$ cat config.mk
export PLATFORM = sky130hd
export DESIGN_NAME = prcsc_device_flat
export DESIGN_NICKNAME = d
export VERILOG_FILES = /design/src/prcsc_pkg.sv /design/src/prcsc_if.sv /design/src/prcsc_device.sv /design/src/flat_wrapper.sv
export SDC_FILE = /design/constraint.sdc
export NUM_CORES = 1
export LEC_CHECK = 0
export ABC_AREA = 1
export BUFFER_PORTS_ARGS = -buffer_cell sky130_fd_sc_hd__buf_2
export CAP_MARGIN = 20
export CORE_ASPECT_RATIO = 0.7
export CORE_MARGIN = 2
export CORE_UTILIZATION = 35
export CTS_CLUSTER_SIZE = 25
export DETAILED_ROUTE_END_ITERATION = 8
export PLACE_DENSITY = 0.52
export SYNTH_ARGS = -nofsm -noshare
export SYNTH_HDL_FRONTEND = slang
export SYNTH_SLANG_ARGS = --single-unit
$ cat constraint.sdc
create_clock -name clk -period 2.5 [get_ports clk]
set_input_delay 0.25 -clock clk [delete_from_list [all_inputs] [get_ports clk]]
set_output_delay 0.25 -clock clk [all_outputs]
set_load 0.005 [all_outputs]
$ cat src/prcsc_pkg.sv
//==============================================================
// scan chain geometry, reset values and timing
package prcsc_pkg;
	localparam int CHAIN_LEN  = 144;
	localparam int GROUP_W    = 18;
	localparam int NUM_GROUPS = 7;
	localparam int NUM_OUT    = 5;
	localparam int FIELD_W    = 9;
	localparam int CNT_W      = 11;
	// group bit positions, serial order low count first
	localparam int LOW_LSB    = 0;
	localparam int BYP_BIT    = 8;
	localparam int HIGH_LSB   = 9;
	localparam int ODD_BIT    = 17;
	// analog fields after the seven counter groups
	localparam int PUMP_LSB   = 126;
	localparam int FILT_LSB   = 135;
	localparam int RES_LSB    = 135;
	localparam int CAP_LSB    = 140;
	localparam int PUMP_W     = 3;
	localparam int RES_W      = 5;
	localparam int CAP_W      = 2;
	// reset: every counter bypassed, counts of one
	localparam logic [GROUP_W-1:0] GROUP_RESET = 18'h00301;
	localparam logic [2*FIELD_W-1:0] FIELD_RESET = 18'h00000;
	localparam logic [CHAIN_LEN-1:0] CFG_RESET =
		{FIELD_RESET, {NUM_GROUPS{GROUP_RESET}}};
	// scan clock at most 100 MHz on a 200 MHz system clock
	localparam int CLK_PERIOD_PS = 5000;
	localparam int SCAN_MIN_PERIOD_PS = 10000;
	localparam int SCAN_HALF_CYC =
		(SCAN_MIN_PERIOD_PS + 2 * CLK_PERIOD_PS - 1) / (2 * CLK_PERIOD_PS);

	//==========================================================
	// legal codes
	function automatic logic pump_ok(input logic [PUMP_W-1:0] c);
		return (c == 3'h0) || (c == 3'h4) || (c == 3'h6) || (c == 3'h7);
	endfunction : pump_ok

	function automatic logic res_ok(input logic [RES_W-1:0] c);
		logic [3:0] lo;
		lo = c[3:0];
		return (lo == 4'h0) || (lo == 4'h3) || (lo == 4'h4)
			|| (lo == 4'h8) || (c == 5'h1B) || (c == 5'h1C)
			|| (c == 5'h1E);
	endfunction : res_ok

	function automatic logic cap_ok(input logic [CAP_W-1:0] c);
		return c != 2'h2;
	endfunction : cap_ok

	function automatic logic chain_ok(input logic [CHAIN_LEN-1:0] v);
		return pump_ok(v[PUMP_LSB +: PUMP_W]) && res_ok(v[RES_LSB +: RES_W])
			&& cap_ok(v[CAP_LSB +: CAP_W]);
	endfunction : chain_ok

	//==========================================================
	// half oscillator cycles of one phase; count 0 means 256
	function automatic logic [CNT_W-1:0] half_len(
		input logic [7:0] c, input logic odd, input logic up);
		logic [CNT_W-1:0] base;
		base = {1'b0, (c == 8'h00), c, 1'b0};
		return up ? base + {10'h000, odd} : base - {10'h000, odd};
	endfunction : half_len
endpackage : prcsc_pkg

$ cat src/prcsc_if.sv
`timescale 1ns/1ps
//==============================================================
// serial reconfiguration link
interface prcsc_if;
	logic scan_clk;
	logic scan_ena;
	logic scan_data;
	logic update;
	logic done;

	modport loader (output scan_clk, scan_ena, scan_data, update,
		input done);
	modport device (input scan_clk, scan_ena, scan_data, update,
		output done);
endinterface : prcsc_if

$ cat src/prcsc_device.sv
`timescale 1ns/1ps
// Function
// [RULE_01] each counter has 8-bit high and low
// [RULE_02] each counter has bypass and odd bits
// [RULE_03] bypass passes oscillator straight through
// [RULE_04] otherwise divide by high plus low
// [RULE_05] normal fall on oscillator rising edge
// [RULE_06] odd select falls on oscillator falling edge
// [RULE_07] chain is 144 bits, fully loaded
// [RULE_08] seven 18-bit groups plus two 9-bit fields
// [RULE_09] first bit is last counter low LSB
// [RULE_10] last bit is filter field MSB
// [RULE_11] pump code only 000 100 110 111
// [RULE_12] resistor code only listed eleven values
// [RULE_13] capacitor code only 00 01 11
// [RULE_14] bypass gives multiply or divide of one
// [RULE_15] bypass set ignores rest of group
// [RULE_16] enable rises a cycle before first bit
// [RULE_17] update pulse copies chain into settings
// [RULE_18] done high until every counter updated
// [RULE_19] fixed bit order inside each group
// [RULE_20] shift on scan rise while enabled
module prcsc_device
	import prcsc_pkg::*;
(
	// clock and reset
	input  wire logic                  clk,
	input  wire logic                  rst,
	// link
	prcsc_if.device                    lnk,
	// oscillator, and divided clocks one per chain group
	output logic                       osc_out,
	output logic [NUM_GROUPS-1:0]      div_out,
	// active analog codes
	output logic [PUMP_W-1:0]          pump_current_code,
	output logic [RES_W-1:0]           filter_resistor_code,
	output logic [CAP_W-1:0]           filter_capacitor_code,
	output logic                       code_error
);
	//==========================================================
	// scan edge detection
	logic                 sc_prev_q;
	logic                 ena_arm_q;
	logic                 upd_seen_q;
	logic                 scan_rise;
	logic                 commit_ev;
	logic [CHAIN_LEN-1:0] sr_q;
	logic [CHAIN_LEN-1:0] cfg_q;
	logic                 code_err_q;
	logic                 osc_q;
	logic                 done_q;
	logic [NUM_GROUPS-1:0] pend_v;

	assign scan_rise = lnk.scan_clk & ~sc_prev_q;
	assign commit_ev = scan_rise & lnk.update & ~upd_seen_q; // RULE_17

	always_ff @(posedge clk) begin
		if (rst) begin
			sc_prev_q <= 1'b0;
		end else begin
			sc_prev_q <= lnk.scan_clk;
		end
	end

	// first enabled rise only arms the chain
	always_ff @(posedge clk) begin
		if (rst) begin
			ena_arm_q  <= 1'b0;
			upd_seen_q <= 1'b0;
		end else if (scan_rise) begin
			ena_arm_q  <= lnk.scan_ena; // RULE_16
			upd_seen_q <= lnk.update;
		end
	end

	//==========================================================
	// scan register: first bit in ends at bit 0
	always_ff @(posedge clk) begin
		if (rst) begin
			sr_q <= '0;
		end else if (scan_rise && lnk.scan_ena && ena_arm_q) begin
			sr_q <= {lnk.scan_data, sr_q[CHAIN_LEN-1:1]}; // RULE_20
		end
	end

	//==========================================================
	// committed settings
	always_ff @(posedge clk) begin
		if (rst) begin
			cfg_q <= CFG_RESET;
		end else if (commit_ev) begin
			cfg_q <= sr_q; // RULE_07
		end
	end

	always_ff @(posedge clk) begin
		if (rst) begin
			code_err_q <= 1'b0;
		end else if (commit_ev) begin
			code_err_q <= ~chain_ok(sr_q); // RULE_11 RULE_12 RULE_13
		end
	end

	// RULE_08 RULE_09 RULE_10
	assign pump_current_code     = cfg_q[PUMP_LSB +: PUMP_W];
	assign filter_resistor_code  = cfg_q[RES_LSB +: RES_W];
	assign filter_capacitor_code = cfg_q[CAP_LSB +: CAP_W];
	assign code_error            = code_err_q;

	//==========================================================
	// oscillator: each clk is half an oscillator cycle
	always_ff @(posedge clk) begin
		if (rst) begin
			osc_q <= 1'b0;
		end else begin
			osc_q <= ~osc_q;
		end
	end

	assign osc_out = osc_q;

	//==========================================================
	// counters
	for (genvar g = 0; g < NUM_GROUPS; g++) begin : g_cnt
		logic [GROUP_W-1:0] act_q;
		logic [GROUP_W-1:0] nxt;
		logic [CNT_W-1:0]   cnt_q;
		logic               hi_q;
		logic               out_q;
		logic               pend_q;
		logic               boundary;

		assign nxt = pend_q ? cfg_q[g*GROUP_W +: GROUP_W] : act_q;
		// period edge: the half cycle before the oscillator rises
		assign boundary = ~osc_q & (act_q[BYP_BIT]
			| (~hi_q & (cnt_q == 11'h001)));

		// new settings wait for the counter's own period edge
		always_ff @(posedge clk) begin
			if (rst) begin
				pend_q <= 1'b0;
			end else if (commit_ev) begin
				pend_q <= 1'b1;
			end else if (boundary) begin
				pend_q <= 1'b0;
			end
		end

		// active settings change only at a period edge
		always_ff @(posedge clk) begin
			if (rst) begin
				act_q <= GROUP_RESET;
			end else if (boundary) begin
				act_q <= nxt; // RULE_19
			end
		end

		// phase and half-cycle count; idle while bypassed
		always_ff @(posedge clk) begin
			if (rst) begin
				cnt_q <= 11'h001;
				hi_q  <= 1'b0;
			end else if (boundary) begin
				if (nxt[BYP_BIT]) begin
					hi_q  <= 1'b0; // RULE_15
					cnt_q <= 11'h001;
				end else begin
					hi_q  <= 1'b1; // RULE_01
					cnt_q <= half_len(nxt[HIGH_LSB +: 8], nxt[ODD_BIT],
						1'b0); // RULE_06
				end
			end else if (!act_q[BYP_BIT]) begin
				if (hi_q && cnt_q == 11'h001) begin
					hi_q  <= 1'b0;
					cnt_q <= half_len(act_q[LOW_LSB +: 8],
						act_q[ODD_BIT], 1'b1); // RULE_02
				end else if (cnt_q != 11'h001) begin
					cnt_q <= cnt_q - 11'h001;
				end
			end
		end

		// divided output: rises at each period edge
		always_ff @(posedge clk) begin
			if (rst) begin
				out_q <= 1'b0;
			end else if (boundary) begin
				out_q <= 1'b1;
			end else if (act_q[BYP_BIT]) begin
				out_q <= ~osc_q; // RULE_03 RULE_14
			end else if (hi_q && cnt_q == 11'h001) begin
				out_q <= 1'b0; // RULE_05 RULE_04
			end
		end

		assign div_out[g] = out_q;
		assign pend_v[g]  = pend_q;
	end

	//==========================================================
	// completion flag
	always_ff @(posedge clk) begin
		if (rst) begin
			done_q <= 1'b0;
		end else begin
			done_q <= commit_ev | (|pend_v); // RULE_18
		end
	end

	assign lnk.done = done_q;
endmodule : prcsc_device

$ cat src/flat_wrapper.sv
// flat-port wrapper written by rule: the top's interface ports become plain ports
module prcsc_device_flat import prcsc_pkg::*;
  (clk, rst, osc_out, div_out, pump_current_code, filter_resistor_code, filter_capacitor_code, code_error, lnk_scan_clk, lnk_scan_ena, lnk_scan_data, lnk_update, lnk_done);
  prcsc_if lnk_i ();
  input  wire logic clk;
  input  wire logic rst;
  output logic osc_out;
  output logic [NUM_GROUPS-1:0] div_out;
  output logic [PUMP_W-1:0] pump_current_code;
  output logic [RES_W-1:0] filter_resistor_code;
  output logic [CAP_W-1:0] filter_capacitor_code;
  output logic code_error;
  input wire logic [$bits(lnk_i.scan_clk)-1:0] lnk_scan_clk;
  input wire logic [$bits(lnk_i.scan_ena)-1:0] lnk_scan_ena;
  input wire logic [$bits(lnk_i.scan_data)-1:0] lnk_scan_data;
  input wire logic [$bits(lnk_i.update)-1:0] lnk_update;
  output wire logic [$bits(lnk_i.done)-1:0] lnk_done;
  assign lnk_i.scan_clk = lnk_scan_clk;
  assign lnk_i.scan_ena = lnk_scan_ena;
  assign lnk_i.scan_data = lnk_scan_data;
  assign lnk_i.update = lnk_update;
  assign lnk_done = lnk_i.done;
  prcsc_device u_core (.clk(clk), .rst(rst), .lnk(lnk_i), .osc_out(osc_out), .div_out(div_out), .pump_current_code(pump_current_code), .filter_resistor_code(filter_resistor_code), .filter_capacitor_code(filter_capacitor_code), .code_error(code_error));
endmodule
==> results of run 1 <==
[sequential cells by signal, indices dropped and copies added (netlist names), 7 cells and up]
signal and cells:
u_core.cfg_q 136, u_core.g_cnt.out_q 7, u_core.g_cnt.act_q 126, u_core.g_cnt.hi_q 7, u_core.g_cnt.cnt_q 77, u_core.g_cnt.pend_q 7, u_core.sr_q 144
[where the power goes]
| group | total (mW) | switching (mW) | internal (mW) |
|---|---|---|---|
| clock network | 8.30 | 3.45 | 4.85 |
| registers | 8.89 | 0.311 | 8.58 |
| logic | 2.70 | 1.80 | 0.893 |
[how the worst max path moves through the flow]
stage                                            end  depth (start not counted)                                 from  slack (ps)
6_report       u_core.g_cnt[0].cnt_q[8]$_SDFFE_PP0P_                         13  u_core.g_cnt[0].pend_q$_SDFFE_PP0P_         350
5_1_grt        u_core.g_cnt[0].cnt_q[8]$_SDFFE_PP0P_                         13  u_core.g_cnt[0].pend_q$_SDFFE_PP0P_         100
4_1_cts        u_core.g_cnt[0].cnt_q[8]$_SDFFE_PP0P_                         13  u_core.g_cnt[0].pend_q$_SDFFE_PP0P_         360
3_5_place_dp   u_core.g_cnt[0].cnt_q[8]$_SDFFE_PP0P_                         13  u_core.g_cnt[0].pend_q$_SDFFE_PP0P_         380
3_3_place_gp   u_core.g_cnt[6].cnt_q[6]$_SDFFE_PP0P_                         10  u_core.g_cnt[6].pend_q$_SDFFE_PP0P_         420
2_1_floorplan  u_core.g_cnt[0].cnt_q[8]$_SDFFE_PP0P_                         14  u_core.g_cnt[0].pend_q$_SDFFE_PP0P_         640
[timing repair]
item / CTS / global route
resized for setup: 0 / 0
setup buffers: 0 / 0
hold buffers: 4 / 0
endpoints found under the hold margin: 4 / 0
[critical path: stages (launching register included)]
cell and delay (ps):
dfxtp_1 470, inv_2 120, or2_2 290, o21ai_0 130, inv_1 150, ha_1 230
nand3_1 90, nor2_1 80, nand2_1 130, o21ai_0 80, nand2_1 60, nor2_1 40
nor2_1 110, nor2_1 50
[cell usage after synthesis, types with 4 or more instances]
| cell | n | area [um^2] |
|---|---|---|
| nand2_1 | 644 | 2420 |
| dfxtp_1 | 510 | 10200 |
| o21ai_0 | 508 | 2540 |
| inv_1 | 455 | 1710 |
| nor2_1 | 359 | 1350 |
| a21oi_1 | 357 | 1790 |
| nand3_1 | 189 | 946 |
| clkbuf_1 | 95 | 357 |
| o211ai_1 | 46 | 345 |
| o21ai_1 | 41 | 205 |
| xor2_1 | 38 | 333 |
| buf_2 | 35 | 175 |
| buf_4 | 33 | 248 |
| nand4_1 | 26 | 163 |
| inv_2 | 23 | 86.3 |
| nor2_2 | 22 | 138 |
| ha_1 | 21 | 263 |
| buf_6 | 15 | 169 |
| nand2_2 | 14 | 87.6 |
| nor3_1 | 13 | 65.1 |
| nand2_4 | 11 | 124 |
| buf_1 | 10 | 37.5 |
| nand3b_1 | 10 | 75.1 |
| o21ai_2 | 10 | 87.6 |
| nand3_2 | 9 | 90.1 |
| nor2_4 | 9 | 101 |
| or2_2 | 6 | 37.5 |
| xnor2_1 | 5 | 43.8 |
| or2_1 | 4 | 25.0 |
[logic make-up after synthesis]
family	after synthesis
buf+inv	670
compound gates	969
simple gates	1326
fa+ha+maj	21
xor+xnor	43
flops	510
[through the flow]
stage                     setup WS (ps)  instances  utilization (%)
after floorplan                     643       3539                -
after global placement              419       4319             36.7
after detailed placement            383       4319             36.7
after CTS                           361       4417             39.4
after global routing               97.5       4417             39.4
final                               353       4417             39.4
[metal layers]
| metal | global-route usage [%] | vias up | share of wire [%] | routed length (um) |
|---|---|---|---|---|
| met1 | 27.4 | 9543 | 57 | 34000 |
| met2 | 22.5 | 344 | 37 | 22200 |
| met3 | 2.60 | 66 | 4.5 | 2710 |
| li1 | - | 11300 | - | - |
| met4 | 3.62 | 0 | 1.6 | 963 |
| met5 | 0 | - | 0 | 0 |
[cell type report]
cell class,count,area [um^2],share of cell area (%)
clock inverter,26,372,1.38
multi-input combinational,2359,11400,42.3
sequential,510,10200,37.8
inverter,481,1820,6.75
tap,902,1130,4.18
timing repair buffer,71,631,2.34
clock buffer,68,1420,5.26
==> impl_metrics.py, run 1 <==
metrics = {
    "place": {
        "place_area_um2": 25200,
        "place_hpwl_mm": 40.7,
        "portBuffers": 25,
        "place_congestion": 0.861,
    },
    "timing": {
        "finalHoldViolCount": 0,
        "slew_headroom_pct": 55.4,
        "drv_slew": 0,
        "skew_ps": 20.4,
        "rsz0062_at_grt": "false",
        "setup_violations": 0,
        "fin_crit_ps": 2150,
        "fin_tns_setup_ps": 0,
        "period_share_pct": 85.9,
        "tightest_slew_ps": 669,
        "fmax_ghz": 0.466,
        "fin_hold_ws_ps": 116,
    },
    "die": {
        "ios": 26,
        "die_h_um": 225,
        "die-width_um": 320,
        "initial_core_util_pct": 35.6,
        "rows": 80,
        "core_um2": 68600,
        "design.die.area_um2": 71900,
    },
    "layout": {
        "mostFrequentLayoutCell": "nand2_1",
        "final_cell_mix": "nand2_1, dfxtp_1, o21ai_0",
        "layout-drive-gt1-share_pct": 7.60,
        "design_area_um2": 27000,
        "n_antenna_cell": 0,
        "layout.nets": 3501,
        "n_fill_cell": 7248,
        "syn_to_final_growth_pct": 10.6,
    },
    "clock_tree": {
        "clk_pin_slew_ps": 70,
        "cts_tree": "built",
        "h-tree-depth": 2,
        "clk-insertion-delay-late_ps": 610,
        "root_buffer": "clkbuf_16",
        "clockBufferDepth": 3,
        "numCtsBuffers": 51,
        "cts_sinks": 510,
    },
    "synthesis": {
        "ys.flop_type": "dfxtp_1",
        "async_reset_ff_share_pct": 0,
        "yosysUniqueCellTypes": 45,
        "synth-edff-count": 0,
        "syn_inst": 3539,
        "syn_nets": 3566,
        "post_synth_mux_area_share_pct": 0,
        "synth_top_family_by_area": "simple AND/OR/NAND/NOR gates",
        "synthSimpleGateAreaFrac_pct": 23.5,
        "synth_compound_area_share_pct": 20.6,
        "synthAdderAreaFrac_pct": 1.08,
        "synth-xor-area-share_pct": 1.54,
        "syn_area_um2": 24400,
        "seq_area_frac_synth_pct": 41.8,
        "yosysWarnings": 0,
        "synth.avg_cell_area_um2": 6.90,
        "ys_seq_elements": 510,
    },
    "run": {
        "maxCapViolCount": 0,
    },
    "worst_hold_path": {
        "whs_path_depth": 4,
        "holdPathEnd": "u_core.sr_q[142]$_SDFFE_PP0P_",
        "min_path_type": "primary input to flip-flop",
        "hp-start": "rst",
    },
    "grt": {
        "grt_pass1_wl_mm": 102,
        "grt_usage_pct": 16.8,
        "antenna_found_initial": 1,
        "grt_pass1_vias": 19400,
        "grt-ovfl-total": 0,
        "grt_max_degree": 96,
    },
    "detailed_routing": {
        "ant_nets": 0,
        "wl_mm": 59.9,
        "vias_per_cell": 4.81,
        "drtIter0Drc": 1634,
        "first_pass_iters": 5,
        "post-route-drc-count": 0,
        "wl_per_cell_um": 13.6,
        "vias": 21300,
    },
    "worst_setup_path": {
        "r2r-end": "u_core.g_cnt[0].cnt_q[8]$_SDFFE_PP0P_",
        "crit_type": "flip-flop to flip-flop",
        "reg2reg_from": "u_core.g_cnt[0].pend_q$_SDFFE_PP0P_",
        "start_kind": "flip-flop",
        "critPathCaptureType": "flip-flop",
        "crit_arrival_ps": 2640,
        "ff2ff_path_depth": 13,
        "path_max_fanout": 7,
        "cp.required_ps": 2990,
        "r2r_slack_ps": 350,
    },
    "run_status": {
        "status": "completed",
    },
    "pwr": {
        "ir_worst_vdd_mv": 0.534,
        "power.density_nw_per_um2": 737,
        "power_mw": 19.9,
        "total_leakage_power_nw": 11.8,
    },
}
No activity file was read; power rests on OpenSTA's default activity.
==> inputs of run 2 (changes only) <==
--- a/config.mk
+++ b/config.mk
@@ -5,7 +5,7 @@
 export SDC_FILE = /design/constraint.sdc
 export NUM_CORES = 1
 export LEC_CHECK = 0
-export ABC_AREA = 1
+export ABC_CLOCK_PERIOD_IN_PS = 2500
 export BUFFER_PORTS_ARGS = -buffer_cell sky130_fd_sc_hd__buf_2
 export CAP_MARGIN = 20
 export CORE_ASPECT_RATIO = 0.7
@@ -14,6 +14,7 @@
 export CTS_CLUSTER_SIZE = 25
 export DETAILED_ROUTE_END_ITERATION = 8
 export PLACE_DENSITY = 0.52
+export SLEW_MARGIN = 20
 export SYNTH_ARGS = -nofsm -noshare
 export SYNTH_HDL_FRONTEND = slang
 export SYNTH_SLANG_ARGS = --single-unit
==> run 2 against run 1 <==
Effect of this change:
- critical path depth is 6 lower
- fmax down 8.2%
- combinational power shrank 47%
- sequential power shrank 5.2%
- worst setup slack worse by 190 ps
- clock skew fell by 1.6 ps
- worst hold slack lost 20 ps
- die area decreased by 4.0%
- critical path type unchanged
- highest routed layer unchanged
==> impl_metrics.py, run 2 <==
metrics = {
    "detailed_routing": {
        "met1_length_mm": 31.6,
        "ant_nets": 0,
        "vias": 20200,
        "post-route-drc-count": 0,
        "vias_per_cell": 5.20,
        "wl_per_cell_um": 15.4,
        "first_pass_iters": 5,
        "route.met3.wl_mm": 2.71,
        "drtIter0Drc": 1389,
        "routed.top_layer": "met4",
        "wl_mm": 59.9,
        "wl_met2_mm": 24.7,
    },
    "layout": {
        "top_regs": "u_core.sr_q (144), u_core.cfg_q (136), u_core.g_cnt.act_q (126)",
        "n_fill_cell": 6712,
        "final_core_util_pct": 39.9,
        "fin_cells": 3885,
        "mostFrequentLayoutCell": "nand2_1",
        "n_antenna_cell": 0,
        "design_area_um2": 26500,
        "final_cell_mix": "nand2_1, dfxtp_1, a21oi_1",
        "syn_to_final_growth_pct": 13.1,
        "layout.nets": 2986,
        "largest_reg_flops": 144,
        "top_register": "u_core.sr_q",
        "layout-drive-gt1-share_pct": 8.55,
    },
    "pwr": {
        "power.density_nw_per_um2": 670,
        "pwr-share-clk_pct": 44.5,
        "p_int_mw": 13.4,
        "switching_share_pct": 24.5,
        "comb_power_share_pct": 8.1,
        "ir_worst_vdd_mv": 0.502,
        "power_mw": 17.7,
        "seq_power_share_pct": 47.5,
        "p_sw_mw": 4.35,
        "total_leakage_power_nw": 9.05,
    },
    "synthesis": {
        "yosysMostFrequentCell": "nand2_1",
        "synthDominantCellAreaShare_pct": 43.6,
        "ys.flop_type": "dfxtp_1",
        "synth_common_cells": "nand2_1, dfxtp_1, a21oi_1, nor2_1, clkbuf_1",
        "synth.avg_cell_area_um2": 7.83,
        "syn_nets": 3019,
        "yosys.area.top_type": "dfxtp_1",
        "async_reset_ff_share_pct": 0,
        "yosysUniqueCellTypes": 79,
        "synth-edff-count": 0,
        "synthTopCellsByArea": "dfxtp_1, nand2_1, a21oi_1",
        "syn_inst": 2992,
        "ys_seq_elements": 510,
        "seq_area_frac_synth_pct": 43.6,
        "yosysWarnings": 0,
        "syn_area_um2": 23400,
    },
    "worst_setup_path": {
        "cp_slowest_cell": "or4b_1",
        "critPathMaxStageDelay_ps": 540,
        "crit_arrival_ps": 2820,
        "cp_top_family": "simple AND/OR/NAND/NOR gates",
        "path_max_fanout": 10,
        "ff2ff_path_depth": 7,
        "critPathCaptureType": "flip-flop",
        "r2r_slack_ps": 160,
        "cp.required_ps": 2980,
        "start_kind": "flip-flop",
        "path_cells": "ha_1, or4b_1, o31a_1, buf_4, nor2_1, a21oi_1, or2_2",
        "crit_cells": 7,
        "critPathCapture": "u_core.g_cnt[0].act_q[8]$_SDFFE_PP1P_",
        "r2r-end": "u_core.g_cnt[0].act_q[8]$_SDFFE_PP1P_",
        "cp-startpoint": "u_core.g_cnt[0].cnt_q[0]$_SDFFE_PP1P_",
        "critPathBufInv": 1,
        "reg2reg_from": "u_core.g_cnt[0].cnt_q[0]$_SDFFE_PP1P_",
        "crit_type": "flip-flop to flip-flop",
    },
    "grt": {
        "antenna_found_initial": 0,
        "grt_usage_pct": 17.1,
        "grt_pass1_vias": 19000,
        "grt-ovfl-total": 0,
        "grt_pass1_wl_mm": 99.4,
        "grt_max_degree": 89,
    },
    "timing": {
        "finalHoldViolCount": 0,
        "rsz0062_at_grt": "false",
        "fin_crit_ps": 2340,
        "fmax_ghz": 0.428,
        "drv_slew": 0,
        "fin_hold_ws_ps": 95.8,
        "fin_tns_setup_ps": 0,
        "tightest_slew_ps": 675,
        "setup_violations": 0,
        "fin_ws_ps": 163,
        "slew_headroom_pct": 54.6,
        "skew_ps": 18.8,
        "period_share_pct": 93.5,
    },
    "place": {
        "place_area_um2": 24700,
        "place_congestion": 0.862,
        "dp_cells": 3792,
        "post-place-ws_ps": 122,
        "portBuffers": 25,
        "place_hpwl_mm": 39.9,
    },
    "clock_tree": {
        "root_buffer": "clkbuf_16",
        "h-tree-depth": 2,
        "numCtsBuffers": 52,
        "cts_sinks": 510,
        "post_cts_buffers": 0,
        "clk_pin_slew_ps": 60,
        "clk-insertion-delay-late_ps": 600,
        "cts_tree": "built",
        "clockBufferDepth": 3,
    },
    "die": {
        "initial_core_util_pct": 35.3,
        "ios": 26,
        "rows": 79,
        "die-width_um": 313,
        "core_um2": 66300,
        "die_h_um": 220,
        "design.die.area_um2": 69100,
    },
    "run": {
        "maxCapViolCount": 0,
    },
    "run_status": {
        "status": "completed",
    },
    "worst_hold_path": {
        "min_path_type": "primary input to flip-flop",
    },
}
==> run 2: cell types whose count changed after synthesis, sizes merged, moves of 44 or more <==
cell / delta
mux2i: +79
xnor2: +45
nand3: -174
nand2: +139
a21oi: +80
inv: -449
clkbuf: +59
a211oi: +44
nor2: -204
nor3: +53
o21ai: -493
==> run 2: timing repair <==
action / in CTS / in global routing
endpoints found under the setup margin: 0 / 46
hold buffers: 4 / 0
endpoints found under the hold margin: 4 / 0
gates resized for setup: 0 / 8
==> run 2: worst min path at each step <==
stage	start	to	slack [ps]	depth (start not counted)
2_1_floorplan	lnk_scan_clk	u_core.sc_prev_q$_SDFF_PP0_	380	1
3_3_place_gp	u_core.sr_q[130]$_SDFFE_PP0P_	u_core.sr_q[129]$_SDFFE_PP0P_	440	2
3_5_place_dp	u_core.cfg_q[137]$_SDFFE_PP0P_	u_core.cfg_q[137]$_SDFFE_PP0P_	440	2
4_1_cts	rst	u_core.g_cnt[6].cnt_q[9]$_SDFFE_PP0P_	60	2
5_1_grt	rst	u_core.g_cnt[6].cnt_q[9]$_SDFFE_PP0P_	80	2
6_report	rst	u_core.g_cnt[6].cnt_q[9]$_SDFFE_PP0P_	100	2
==> run 2: kinds of logic after synthesis <==
family / synth area share, %
xor gates and xnor gates: 3.85
AOI/OAI and AO/OA: 17.8
adders and majority gates: 1.12
DFF: 43.6
muxes: 3.86
and+or+nand+nor: 25.4
buffers and inverters: 4.41
==> run 2: worst register-to-register path: cells and delay by family, from the launching register on <==
kind	cells	cell delay, ps
simple gates	3	1000
flops	1	430
buf+inv	1	190
fa+ha+maj	1	230
compound gates	2	380
==> run 2: power groups by stage <==
stage          logic [mW]  clock network [mW]  registers [mW]
6_report             1.43                7.89            8.43
5_1_grt              1.60                8.48            8.44
4_1_cts              1.43                8.15            8.42
3_5_place_dp         1.41                   0            8.61
3_3_place_gp         1.40                   0            8.60
2_1_floorplan        1.04                   0            8.52
==> run 2: cell type report <==
class                      instances  area, um^2  share of cell area [%]
multi-input combinational       2237       12200                    46.2
sequential                       510       10200                    38.6
clock buffer                      78        1560                    5.89
tap                              891        1110                    4.21
timing repair buffer             127        1100                    4.15
clock inverter                    11         150                   0.567
inverter                          31         116                   0.439
==> run 2: per-layer routing <==
layer	vias to the layer above	GRT usage, %
met2	385	25.5
met4	0	3.92
met1	9508	25.8
met3	76	2.46
li1	10200	-
met5	-	0
